## config.mk

```make
export PLATFORM = sky130hd
export DESIGN_NAME = ssr_security_status
export DESIGN_NICKNAME = d
export VERILOG_FILES = /design/src/ssr_pkg.sv /design/src/ssr_security_status.sv
export SDC_FILE = /design/constraint.sdc
export NUM_CORES = 1
export LEC_CHECK = 0
export ABC_CLOCK_PERIOD_IN_PS = 2250
export BUFFER_PORTS_ARGS = -buffer_cell sky130_fd_sc_hd__buf_2
export CORE_UTILIZATION = 50
export CTS_BUF_LIST = sky130_fd_sc_hd__clkbuf_8
export CTS_CLUSTER_SIZE = 20
export DETAILED_ROUTE_END_ITERATION = 16
export PLACE_DENSITY = 0.69
export SETUP_SLACK_MARGIN = 0.5
export SYNTH_ARGS = -nofsm -noshare
export SYNTH_HDL_FRONTEND = slang
export SYNTH_SLANG_ARGS = --single-unit
export TNS_END_PERCENT = 50
```

## constraint.sdc

```tcl
create_clock -name mclk -period 2.25 [get_ports mclk]
set_input_delay 0.45 -clock mclk [delete_from_list [all_inputs] [get_ports mclk]]
set_output_delay 0.45 -clock mclk [all_outputs]
set_load 0.05 [all_outputs]
```

## src/ssr_pkg.sv

```systemverilog
package ssr_pkg;
	localparam logic [7:0] READ_SECURITY_STATUS_CMD  = 8'h2B;
	localparam logic [7:0] WRITE_SECURITY_STATUS_CMD = 8'h2F;
	localparam logic [7:0] SET_WRITE_LATCH_CMD       = 8'h06;
	localparam logic [7:0] CLEAR_WRITE_LATCH_CMD     = 8'h04;
	localparam logic [7:0] ENTER_SECURE_AREA_CMD     = 8'hB1;
	localparam logic [7:0] LEAVE_SECURE_AREA_CMD     = 8'hC1;
	localparam logic [7:0] DEEP_SLEEP_CMD            = 8'hB9;
	localparam logic [7:0] WAKE_CMD                  = 8'hAB;
	localparam int         FACTORY_LOCK_BIT          = 0;
	localparam int         LOCKDOWN_BIT              = 1;
	localparam int         CONT_PROG_BIT             = 4;
	localparam logic [2:0] BIT_COUNT_LAST            = 3'h7;
	localparam logic       CONT_PROG_RESET           = 1'b0;
	typedef enum logic [1:0] {
		SSR_IDLE,
		SSR_CMD,
		SSR_READ,
		SSR_IGNORE
	} ssr_state_e;
endpackage

```

## src/ssr_security_status.sv

```systemverilog
`timescale 1ns/1ns
module ssr_security_status
	import ssr_pkg::*;
(
	input  wire logic mclk,
	input  wire logic rst,
	input  wire logic cs_n,
	input  wire logic sclk,
	input  wire logic si,
	output logic      so,
	output logic      so_oe,
	input  wire logic factory_locked,
	input  wire logic busy,
	input  wire logic continuous_program_mode,
	output logic      customer_lockdown_bit,
	output logic      write_latch_flag,
	output logic      secure_area_mode,
	output logic      main_array_blocked,
	output logic      secure_area_write_ok,
	output logic      deep_sleep
);
	logic [1:0] cs_sync;
	logic [1:0] ck_sync;
	logic [1:0] si_sync;
	logic       ck_prev;
	logic       cs_prev;
	ssr_state_e state;
	logic [2:0] bit_cnt;
	logic [7:0] shift_in;
	logic [7:0] shift_out;
	logic [7:0] last_cmd;
	logic       byte_done;
	logic       factory_q;

	wire cs_low    = ~cs_sync[1];
	wire rise      = ck_sync[1] & ~ck_prev;
	wire fall      = ~ck_sync[1] & ck_prev;
	wire cs_fall   = cs_low & ~cs_prev;
	wire cs_rise   = ~cs_low & cs_prev;
	wire [7:0] next_shift_in = {shift_in[6:0], si_sync[1]};
	wire last_bit  = rise & (bit_cnt == BIT_COUNT_LAST);
	wire [7:0] status_word = {3'h0, continuous_program_mode, 2'h0,
		customer_lockdown_bit, factory_q};
	// write only when deselect lands on a whole byte
	wire on_boundary = byte_done & (bit_cnt == 3'h0);
	// write latch not consulted; refused in secure area
	wire do_write = cs_rise & on_boundary & ~deep_sleep & ~busy
		& (last_cmd == WRITE_SECURITY_STATUS_CMD) & ~secure_area_mode;
	wire cmd_end  = cs_rise & on_boundary;

	// main array closed while secure area mapped in
	assign main_array_blocked   = secure_area_mode;
	// secure area writable only before lockdown
	assign secure_area_write_ok = secure_area_mode & ~customer_lockdown_bit;

	// link pins are asynchronous, two-stage sync before use
	always_ff @(posedge mclk or posedge rst) begin
		if (rst) begin
			cs_sync <= 2'h3;
			ck_sync <= 2'h0;
			si_sync <= 2'h0;
			ck_prev <= 1'b0;
			cs_prev <= 1'b0;
		end else begin
			cs_sync <= {cs_sync[0], cs_n};
			ck_sync <= {ck_sync[0], sclk};
			si_sync <= {si_sync[0], si};
			ck_prev <= ck_sync[1];
			cs_prev <= cs_low;
		end
	end

	// strap sampled every clock after reset release, never under reset
	always_ff @(posedge mclk or posedge rst) begin
		if (rst)
			factory_q <= 1'b0;
		else
			factory_q <= factory_locked;
	end

	always_ff @(posedge mclk or posedge rst) begin
		if (rst) begin
			state     <= SSR_IDLE;
			bit_cnt   <= 3'h0;
			shift_in  <= 8'h00;
			shift_out <= 8'h00;
			last_cmd  <= 8'h00;
			byte_done <= 1'b0;
		end else if (!cs_low) begin
			state     <= SSR_IDLE;
			bit_cnt   <= 3'h0;
			byte_done <= 1'b0;
		end else begin
			if (cs_fall) begin
				state     <= SSR_CMD;
				bit_cnt   <= 3'h0;
				byte_done <= 1'b0;
				last_cmd  <= 8'h00;
			end else if (rise) begin
				bit_cnt  <= bit_cnt + 3'h1;
				shift_in <= next_shift_in;
				if (last_bit)
					byte_done <= 1'b1;
				unique case (state)
					SSR_CMD: begin
						if (last_bit) begin
							last_cmd <= next_shift_in;
							if (next_shift_in == READ_SECURITY_STATUS_CMD
								&& !deep_sleep)
								state <= SSR_READ;
							else
								state <= SSR_IGNORE;
						end
					end
					SSR_READ: ;
					SSR_IGNORE: begin
						if (last_bit)
							last_cmd <= 8'h00;
					end
					SSR_IDLE: ;
				endcase
			end
			// reload status each byte, repeats until deselect
			if (fall && state == SSR_READ) begin
				if (bit_cnt == 3'h0)
					shift_out <= status_word;
				else
					shift_out <= {shift_out[6:0], 1'b0};
			end
		end
	end

	assign so    = shift_out[7];
	assign so_oe = cs_low & (state == SSR_READ);

	always_ff @(posedge mclk or posedge rst) begin
		if (rst) begin
			deep_sleep            <= 1'b0;
			// write latch cleared by power-on reset
			write_latch_flag      <= 1'b0;
			customer_lockdown_bit <= 1'b0;
			secure_area_mode      <= 1'b0;
		end else if (cmd_end && !busy) begin
			if (deep_sleep) begin
				if (last_cmd == WAKE_CMD)
					deep_sleep <= 1'b0;
			end else begin
				if (last_cmd == DEEP_SLEEP_CMD)
					deep_sleep <= 1'b1;
				if (last_cmd == SET_WRITE_LATCH_CMD)
					write_latch_flag <= 1'b1;
				if (last_cmd == CLEAR_WRITE_LATCH_CMD)
					write_latch_flag <= 1'b0;
				if (last_cmd == ENTER_SECURE_AREA_CMD)
					secure_area_mode <= 1'b1;
				if (last_cmd == LEAVE_SECURE_AREA_CMD)
					secure_area_mode <= 1'b0;
				if (do_write)
					customer_lockdown_bit <= 1'b1;
			end
		end
	end

	a_lock_sticky: assert property (@(posedge mclk) disable iff (rst)
		$past(customer_lockdown_bit) |-> customer_lockdown_bit)
		else $error("lockdown bit cleared");
	// lockdown rises only from a valid write
	a_lock_cause: assert property (@(posedge mclk) disable iff (rst)
		$rose(customer_lockdown_bit) |-> $past(do_write))
		else $error("lockdown set without write");
	// no write while secure area mapped
	a_write_secure: assert property (@(posedge mclk) disable iff (rst)
		secure_area_mode && !customer_lockdown_bit
		|=> !customer_lockdown_bit)
		else $error("write taken in secure area");
	a_write_bound: assert property (@(posedge mclk) disable iff (rst)
		do_write |-> byte_done && bit_cnt == 3'h0)
		else $error("write off byte boundary");
	// array blocked exactly in secure mode
	a_array_block: assert property (@(posedge mclk) disable iff (rst)
		main_array_blocked == secure_area_mode)
		else $error("array access while secure");
	a_resv_zero: assert property (@(posedge mclk) disable iff (rst)
		(status_word & 8'hEC) == 8'h00)
		else $error("reserved bit set");
	// output enabled only while selected in read
	a_read_drive: assert property (@(posedge mclk) disable iff (rst)
		so_oe |-> cs_low && state == SSR_READ)
		else $error("output driven while deselected");
	a_read_busy: assert property (@(posedge mclk) disable iff (rst)
		state == SSR_CMD && last_bit && !deep_sleep
		&& next_shift_in == READ_SECURITY_STATUS_CMD |=> state == SSR_READ)
		else $error("read refused");
	// bit 4 follows continuous program mode
	a_cp_bit: assert property (@(posedge mclk) disable iff (rst)
		status_word[CONT_PROG_BIT] == continuous_program_mode)
		else $error("cp bit mismatch");

	a_oe_deselect: assert property (@(posedge mclk) disable iff (rst)
		!cs_low |-> !so_oe)
		else $error("output enabled while deselected");

	a_idle_deselect: assert property (@(posedge mclk) disable iff (rst)
		!cs_low |=> state == SSR_IDLE)
		else $error("frame not ended on deselect");

	a_oe_idle: assert property (@(posedge mclk) disable iff (rst)
		state == SSR_IDLE |-> !so_oe)
		else $error("output enabled in idle");

	a_status_load: assert property (@(posedge mclk) disable iff (rst)
		cs_low && fall && state == SSR_READ && bit_cnt == 3'h0
		|=> shift_out == $past(status_word))
		else $error("status byte not loaded");

	// read refused only in deep sleep
	a_read_sleep: assert property (@(posedge mclk) disable iff (rst)
		state == SSR_CMD && last_bit && deep_sleep |=> state != SSR_READ)
		else $error("read taken in deep sleep");

	a_write_nolatch: assert property (@(posedge mclk) disable iff (rst)
		do_write |=> customer_lockdown_bit)
		else $error("valid write not applied");

	a_write_busy: assert property (@(posedge mclk) disable iff (rst)
		busy |=> customer_lockdown_bit == $past(customer_lockdown_bit))
		else $error("write taken while busy");

	a_write_sleep: assert property (@(posedge mclk) disable iff (rst)
		deep_sleep && !customer_lockdown_bit |=> !customer_lockdown_bit)
		else $error("write taken in deep sleep");

	a_unaligned: assert property (@(posedge mclk) disable iff (rst)
		cs_rise && !on_boundary |=> $stable(customer_lockdown_bit))
		else $error("unaligned write applied");

	a_factory_bit: assert property (@(posedge mclk) disable iff (rst)
		status_word[FACTORY_LOCK_BIT] == factory_q)
		else $error("factory bit mismatch");

	a_lock_bit: assert property (@(posedge mclk) disable iff (rst)
		status_word[LOCKDOWN_BIT] == customer_lockdown_bit)
		else $error("lockdown bit mismatch");

	a_otp_frozen: assert property (@(posedge mclk) disable iff (rst)
		customer_lockdown_bit |-> !secure_area_write_ok)
		else $error("secure area writable after lockdown");

	a_enter_secure: assert property (@(posedge mclk) disable iff (rst)
		$rose(secure_area_mode)
		|-> $past(cmd_end && last_cmd == ENTER_SECURE_AREA_CMD))
		else $error("secure mode without enter");

	a_leave_secure: assert property (@(posedge mclk) disable iff (rst)
		$fell(secure_area_mode)
		|-> $past(cmd_end && last_cmd == LEAVE_SECURE_AREA_CMD))
		else $error("secure mode left without command");

	// latch set only by its command
	a_latch_rise: assert property (@(posedge mclk) disable iff (rst)
		$rose(write_latch_flag)
		|-> $past(cmd_end && last_cmd == SET_WRITE_LATCH_CMD))
		else $error("latch set without command");

	a_sleep_rise: assert property (@(posedge mclk) disable iff (rst)
		$rose(deep_sleep) |-> $past(cmd_end && last_cmd == DEEP_SLEEP_CMD))
		else $error("sleep entered without command");
endmodule

```

Word-level counts from Yosys, hierarchy flattened
Cells that the tools add are included.
{ "word_totals": {"regBits": 42, "mem_count": 0, "ramBits": 0, "latchBits": 0, "mem_bits_ro": 0} }
{ "classes": {"n_shift": 0, "eq_ne": 14, "reduce_logical": 21, "add_sub_neg": 1, "muxes": 26, "magnitude_cmp": 0, "mul": 0, "n_div": 0, "n_bitwise": 22} }
{ "ops": {"columns": ["operator", "n"], "rows": [
  ["$mux W8", 5],
  ["$eq A8 B8 Y1 const B", 4],
  ["$eq A8 B3 Y1 const B", 2],
  ["$eq A8 B6 Y1 const B", 2],
  ["$pmux W8 S2", 1],
  ["$reduce_and A3 Y1", 5],
  ["$and A1 B1 Y1", 13],
  ["$mux W1", 12],
  ["$reduce_bool A3 Y1", 4],
  ["$mux W2", 5],
  ["$mux W3", 3],
  ["$not A1 Y1", 9],
  ["$ne A3 B3 Y1 const B", 2],
  ["$reduce_bool A2 Y1", 3],
  ["$reduce_and A5 Y1", 1],
  ["$eq A2 B2 Y1 const B", 2],
  ["$reduce_and A2 Y1", 2],
  ["$add A3 B1 Y3 const B", 1],
  ["$eq A3 B3 Y1 const B", 1],
  ["$logic_and A1 B1 Y1", 3],
  ["$logic_not A3 Y1", 1],
  ["$eq A2 B1 Y1 const B", 1],
  ["$logic_not A1 Y1", 2]
]} }

Logic depth before layout (Yosys ltp)
{ "depth": {"word_depth": 8, "ltp_mapped": 7} }

Least setup slack after synthesis
OpenSTA, ideal clock, no wires.
{ "synth_path": {"path_type": "reg2out", "start": "register secure_area_mode (netlist: main_array_blocked)", "end": "output secure_area_write_ok", "path_stages_with_launch": 2, "slack_ns": 0.366, "n_path_buf": 0, "arrival_ns": 1.434, "path_cell_list": "dfrtp_1 nor2b_1"} }
{ "synth_via": {"elab_chain_cells": 1} }
{ "synth_lines": {"columns": ["item", "line_no", "rtl"], "rows": [
  ["from (decl)", "ssr_security_status.sv:17", "output logic secure_area_mode,"],
  ["from (signal assigned)", "ssr_security_status.sv:142", "secure_area_mode <= 1'b0;"],
  ["from (signal assigned)", "ssr_security_status.sv:155", "secure_area_mode <= 1'b1;"],
  ["from (signal assigned)", "ssr_security_status.sv:157", "secure_area_mode <= 1'b0;"],
  ["$and A1 B1 Y1", "ssr_security_status.sv:54", "assign secure_area_write_ok = secure_area_mode & ~customer_lockdown_bit;"],
  ["to (decl)", "ssr_security_status.sv:19", "output logic secure_area_write_ok,"]
]} }
Every way passes these cells.

Final worst setup path
{ "layout_path": {"start": "register state[1]", "end": "output so_oe"} }
{ "layout_via": {"elab_chain_cells": 2} }
{ "layout_lines": {"columns": ["item", "line_no", "rtl"], "rows": [
  ["from (decl)", "ssr_security_status.sv:27", "ssr_state_e state;"],
  ["from (signal assigned)", "ssr_security_status.sv:83", "state <= SSR_IDLE;"],
  ["from (signal assigned)", "ssr_security_status.sv:90", "state <= SSR_IDLE;"],
  ["from (signal assigned)", "ssr_security_status.sv:95", "state <= SSR_CMD;"],
  ["$eq A2 B2 Y1", "ssr_security_status.sv:134", "assign so_oe = cs_low & (state == SSR_READ);"],
  ["$and A1 B1 Y1", "ssr_security_status.sv:134", null],
  ["to (decl)", "ssr_security_status.sv:11", "output logic so_oe,"]
]} }
Every way passes these cells.

==> results.md <==
- First-pass iteration count of the detailed router: 4
- Post-Synthesis Cells: 142
- Hold Buf Count CTS: 0
- Final Slew Violations: 0
- Max incr delay on CP: about 0.43 ns
- Setup crit end kind: output pin
- Setup total negative slack: 0 ns
- MaxCap Viol Count: 0
- Worst Tran Pin Value: 0.443 ns
- Largest net degree at the start of global routing: 23
- Setup bufs post-CTS: 0
- Bufs and invs on worst path: 1
- Share of cells above drive strength 1: 24.1%
- Initial antenna violation count: 0
- CP Cell Sequence: nor3b_4 -> clkbuf_4
- Worst EP arrival: between 1 and 1.5 ns
- Crit-path slowest cell: dfrtp_1
- CTS Sinks: 42
- RSZ-0062 raised after global routing: yes
- Initial DRC Count: 50
- Vias/cell: about 5.3
- Initial core utilization: 53.2%
- Fillcell total: between 200 and 300
- Final Setup Violations: 0
- Clk buf depth: 2
- CP Launch Type: flip-flop
- Num rows: 21
- Netlist cell types: 39
- H-tree levels: 2
- Post-synth top flop: dfrtp_1
- CP Class: flip-flop to output pin
- Final Net Count: 173
- Final hold violations: 0
- Mapped Nets: approximately 150
- Core area: roughly 3400 um^2
- Post-CTS Resized: 0
- CTS tree: built
- Met2 Wirelength: ~1.4 mm
- Routed via count: approximately 1100
- Root Driver: clkbuf_8
- Number of inserted diodes: 0
- Worst Skew: ~0.0050 ns
- Routed len/inst: 14.0 um
- Area of the mapped netlist: roughly 1800 um^2
- Synth area leader: dfrtp_1
- Final min period: around 1.7 ns
- Outcome: finished, final reports clean
- Highest Signal Layer: met4
- F_max: 594 MHz
- Ys async rst share: between 90% and 100%
- Final Cycle Share: around 75%
- DR DRC count: 0
- CTS Buf Count: 5
- Area Growth Syn to Fin: 11.1%
- Sequential area share after synthesis: 58.4%
- Vias in the first global route: roughly 1000
- WL met3: between 100 and 150 um
- Clk pin slew, worst setup/hold paths: around 0.070 ns
- R2r startpoint: bit_cnt[0]$_DFFE_PP0P_
- Post-synth top area share: 55.5%
- Crit-path max FO: 4
- First-pass GRT wire length: between 4 and 5 mm
- GPL Wtd Cong: approximately 0.8
- YS warnings: 0
- I/O Pins: 16
- Die footprint: 3850 um^2
- Critical Path Start: state[1]$_DFFE_PP0P_
- Max-slew headroom: a little over two thirds
- Synth top area cells: dfrtp_1 56%, mux2_4 5.8%, a22o_1 4.4%, nand2_1 3.1%, dfstp_2 2.9%
- Max VDD drop: about 0.0004 V
- Leakage: 0.958 nW
- Leading cell types in the layout, fill and taps excluded: 40 x dfrtp_1, 15 x nand2_1, 14 x buf_2, 9 x a22o_1, 8 x inv_1
- Mean post-synth cell area: 12.7 um^2
- Crit-path leading delay family: flip-flops
- #FFs+latches synth: 42
- Routed wire length: just under 3 mm
- Wl on met1: approximately 1.4 mm
- Die height: around 62 um
- Worst hold slack: a little under 0.2 ns
- Number of synthesized flops with an enable pin: 0
- HP Class: primary input to asynchronous set/reset pin
- Die extent in x: roughly 62 um
- Dpl hpwl: roughly 2.2 mm
- Final ANT Viol Nets: 0
- Critical Path RT: between 1.5 and 2 ns
- I/O Buffers: 15
- Total track usage: between 10% and 20%
- Most common cell after layout, fill and taps aside: dfrtp_1
- Clk_lat worst skew: around 0.29 ns
- P per Cell Area: ~700 nW/um^2
- Grt ovf: 0
cell usage after synthesis, types with 2 or more instances:
| master | count |
|---|---|
| mux2i_1 | 3 |
| nand3b_1 | 2 |
| mux2_1 | 2 |
| nand3_1 | 2 |
| nor3_1 | 2 |
| nand2_1 | 15 |
| a22o_1 | 9 |
| buf_4 | 2 |
| ha_1 | 3 |
| inv_1 | 6 |
| nor2b_1 | 5 |
| nor2_1 | 6 |
| mux2_4 | 7 |
| dfstp_2 | 2 |
| nand4b_1 | 2 |
| o21ai_1 | 7 |
| a21oi_1 | 4 |
| and4b_1 | 2 |
| dfrtp_1 | 40 |
| buf_6 | 2 |
power breakdown:
group / total (mW) / leakage [nW] / switching [mW] / internal (mW)
Combinational: 0.114 / 0.361 / 0.0438 / 0.0698
Sequential: 0.845 / 0.550 / 0.0450 / 0.800
Clock: 0.438 / 0.0466 / 0.234 / 0.204
Total: 1.40 / 0.958 / 0.322 / 1.07
per-stage QoR:
step	area [um^2]	util [%]	instances	total power, mW	worst slack, ns
after CTS	2000	59.0	208	1.42	0.527
after global routing	2000	59.1	208	1.46	0.476
after global placement	1920	56.8	201	0.968	0.632
after detailed placement	1920	56.8	201	0.976	0.605
final	2000	59.1	208	1.40	0.566
after floorplan	1810	-	142	0.942	0.588
registers in the layout (all words and copies together) (netlist names):
register,flops
write_latch_flag,1
shift_in,7
last_cmd,8
bit_cnt,3
shift_out,8
deep_sleep,1
state,2
cs_prev,1
cs_sync,2
ck_prev,1
si_sync,2
customer_lockdown_bit,1
byte_done,1
factory_q,1
ck_sync,2
main_array_blocked,1
kinds of logic (layout without fill, tap and decap cells):
| family | Yosys count | in the layout | share of synthesized area, % |
|---|---|---|---|
| AOI/OAI and AO/OA | 26 | 26 | 10.1 |
| xor gates and xnor gates | 1 | 1 | 0.486 |
| adders and majority gates | 3 | 3 | 2.08 |
| buffers and inverters | 12 | 32 | 3.82 |
| DFF | 42 | 42 | 58.4 |
| muxes | 12 | 12 | 8.74 |
| and+or+nand+nor | 46 | 46 | 16.3 |
worst min-delay path: cells and delay by family:
family | cells | cell delay (ns)
buffers and inverters | 3 | 0.42
area by class of cell:
| type | instances | area, um^2 | share of cell area, % |
|---|---|---|---|
| clock buffers | 5 | 68.8 | 3.44 |
| clock inverters | 2 | 7.51 | 0.375 |
| inverters | 7 | 26.3 | 1.31 |
| multi-input cells | 88 | 689 | 34.4 |
| flip-flops and latches | 42 | 1050 | 52.6 |
| well taps | 46 | 57.6 | 2.87 |
| repair buffers | 18 | 100 | 5.00 |
final timing paths:
check                      slack [ns]  depth (start not counted)                      endpoint
max                              0.57                          2                         so_oe
min                              0.20                          3        bit_cnt[0]$_DFFE_PP0P_
max reg2reg                      0.60                          6  write_latch_flag$_DFFE_PP0P_
min reg2reg                      0.35                          0          ck_sync[1]$_DFF_PP0_
max in group asynchronous        1.79                          3          cs_sync[0]$_DFF_PP1_
min in group mclk                0.25                          1          cs_sync[0]$_DFF_PP1_
metal layers:
metal / GRT usage [%] / up-vias
met5: 0 / -
met4: 7.62 / 0
met3: 6.83 / 7
met2: 28.6 / 17
met1: 21.7 / 537
li1: - / 545
Note: power is estimated with default switching activity, not from simulation.
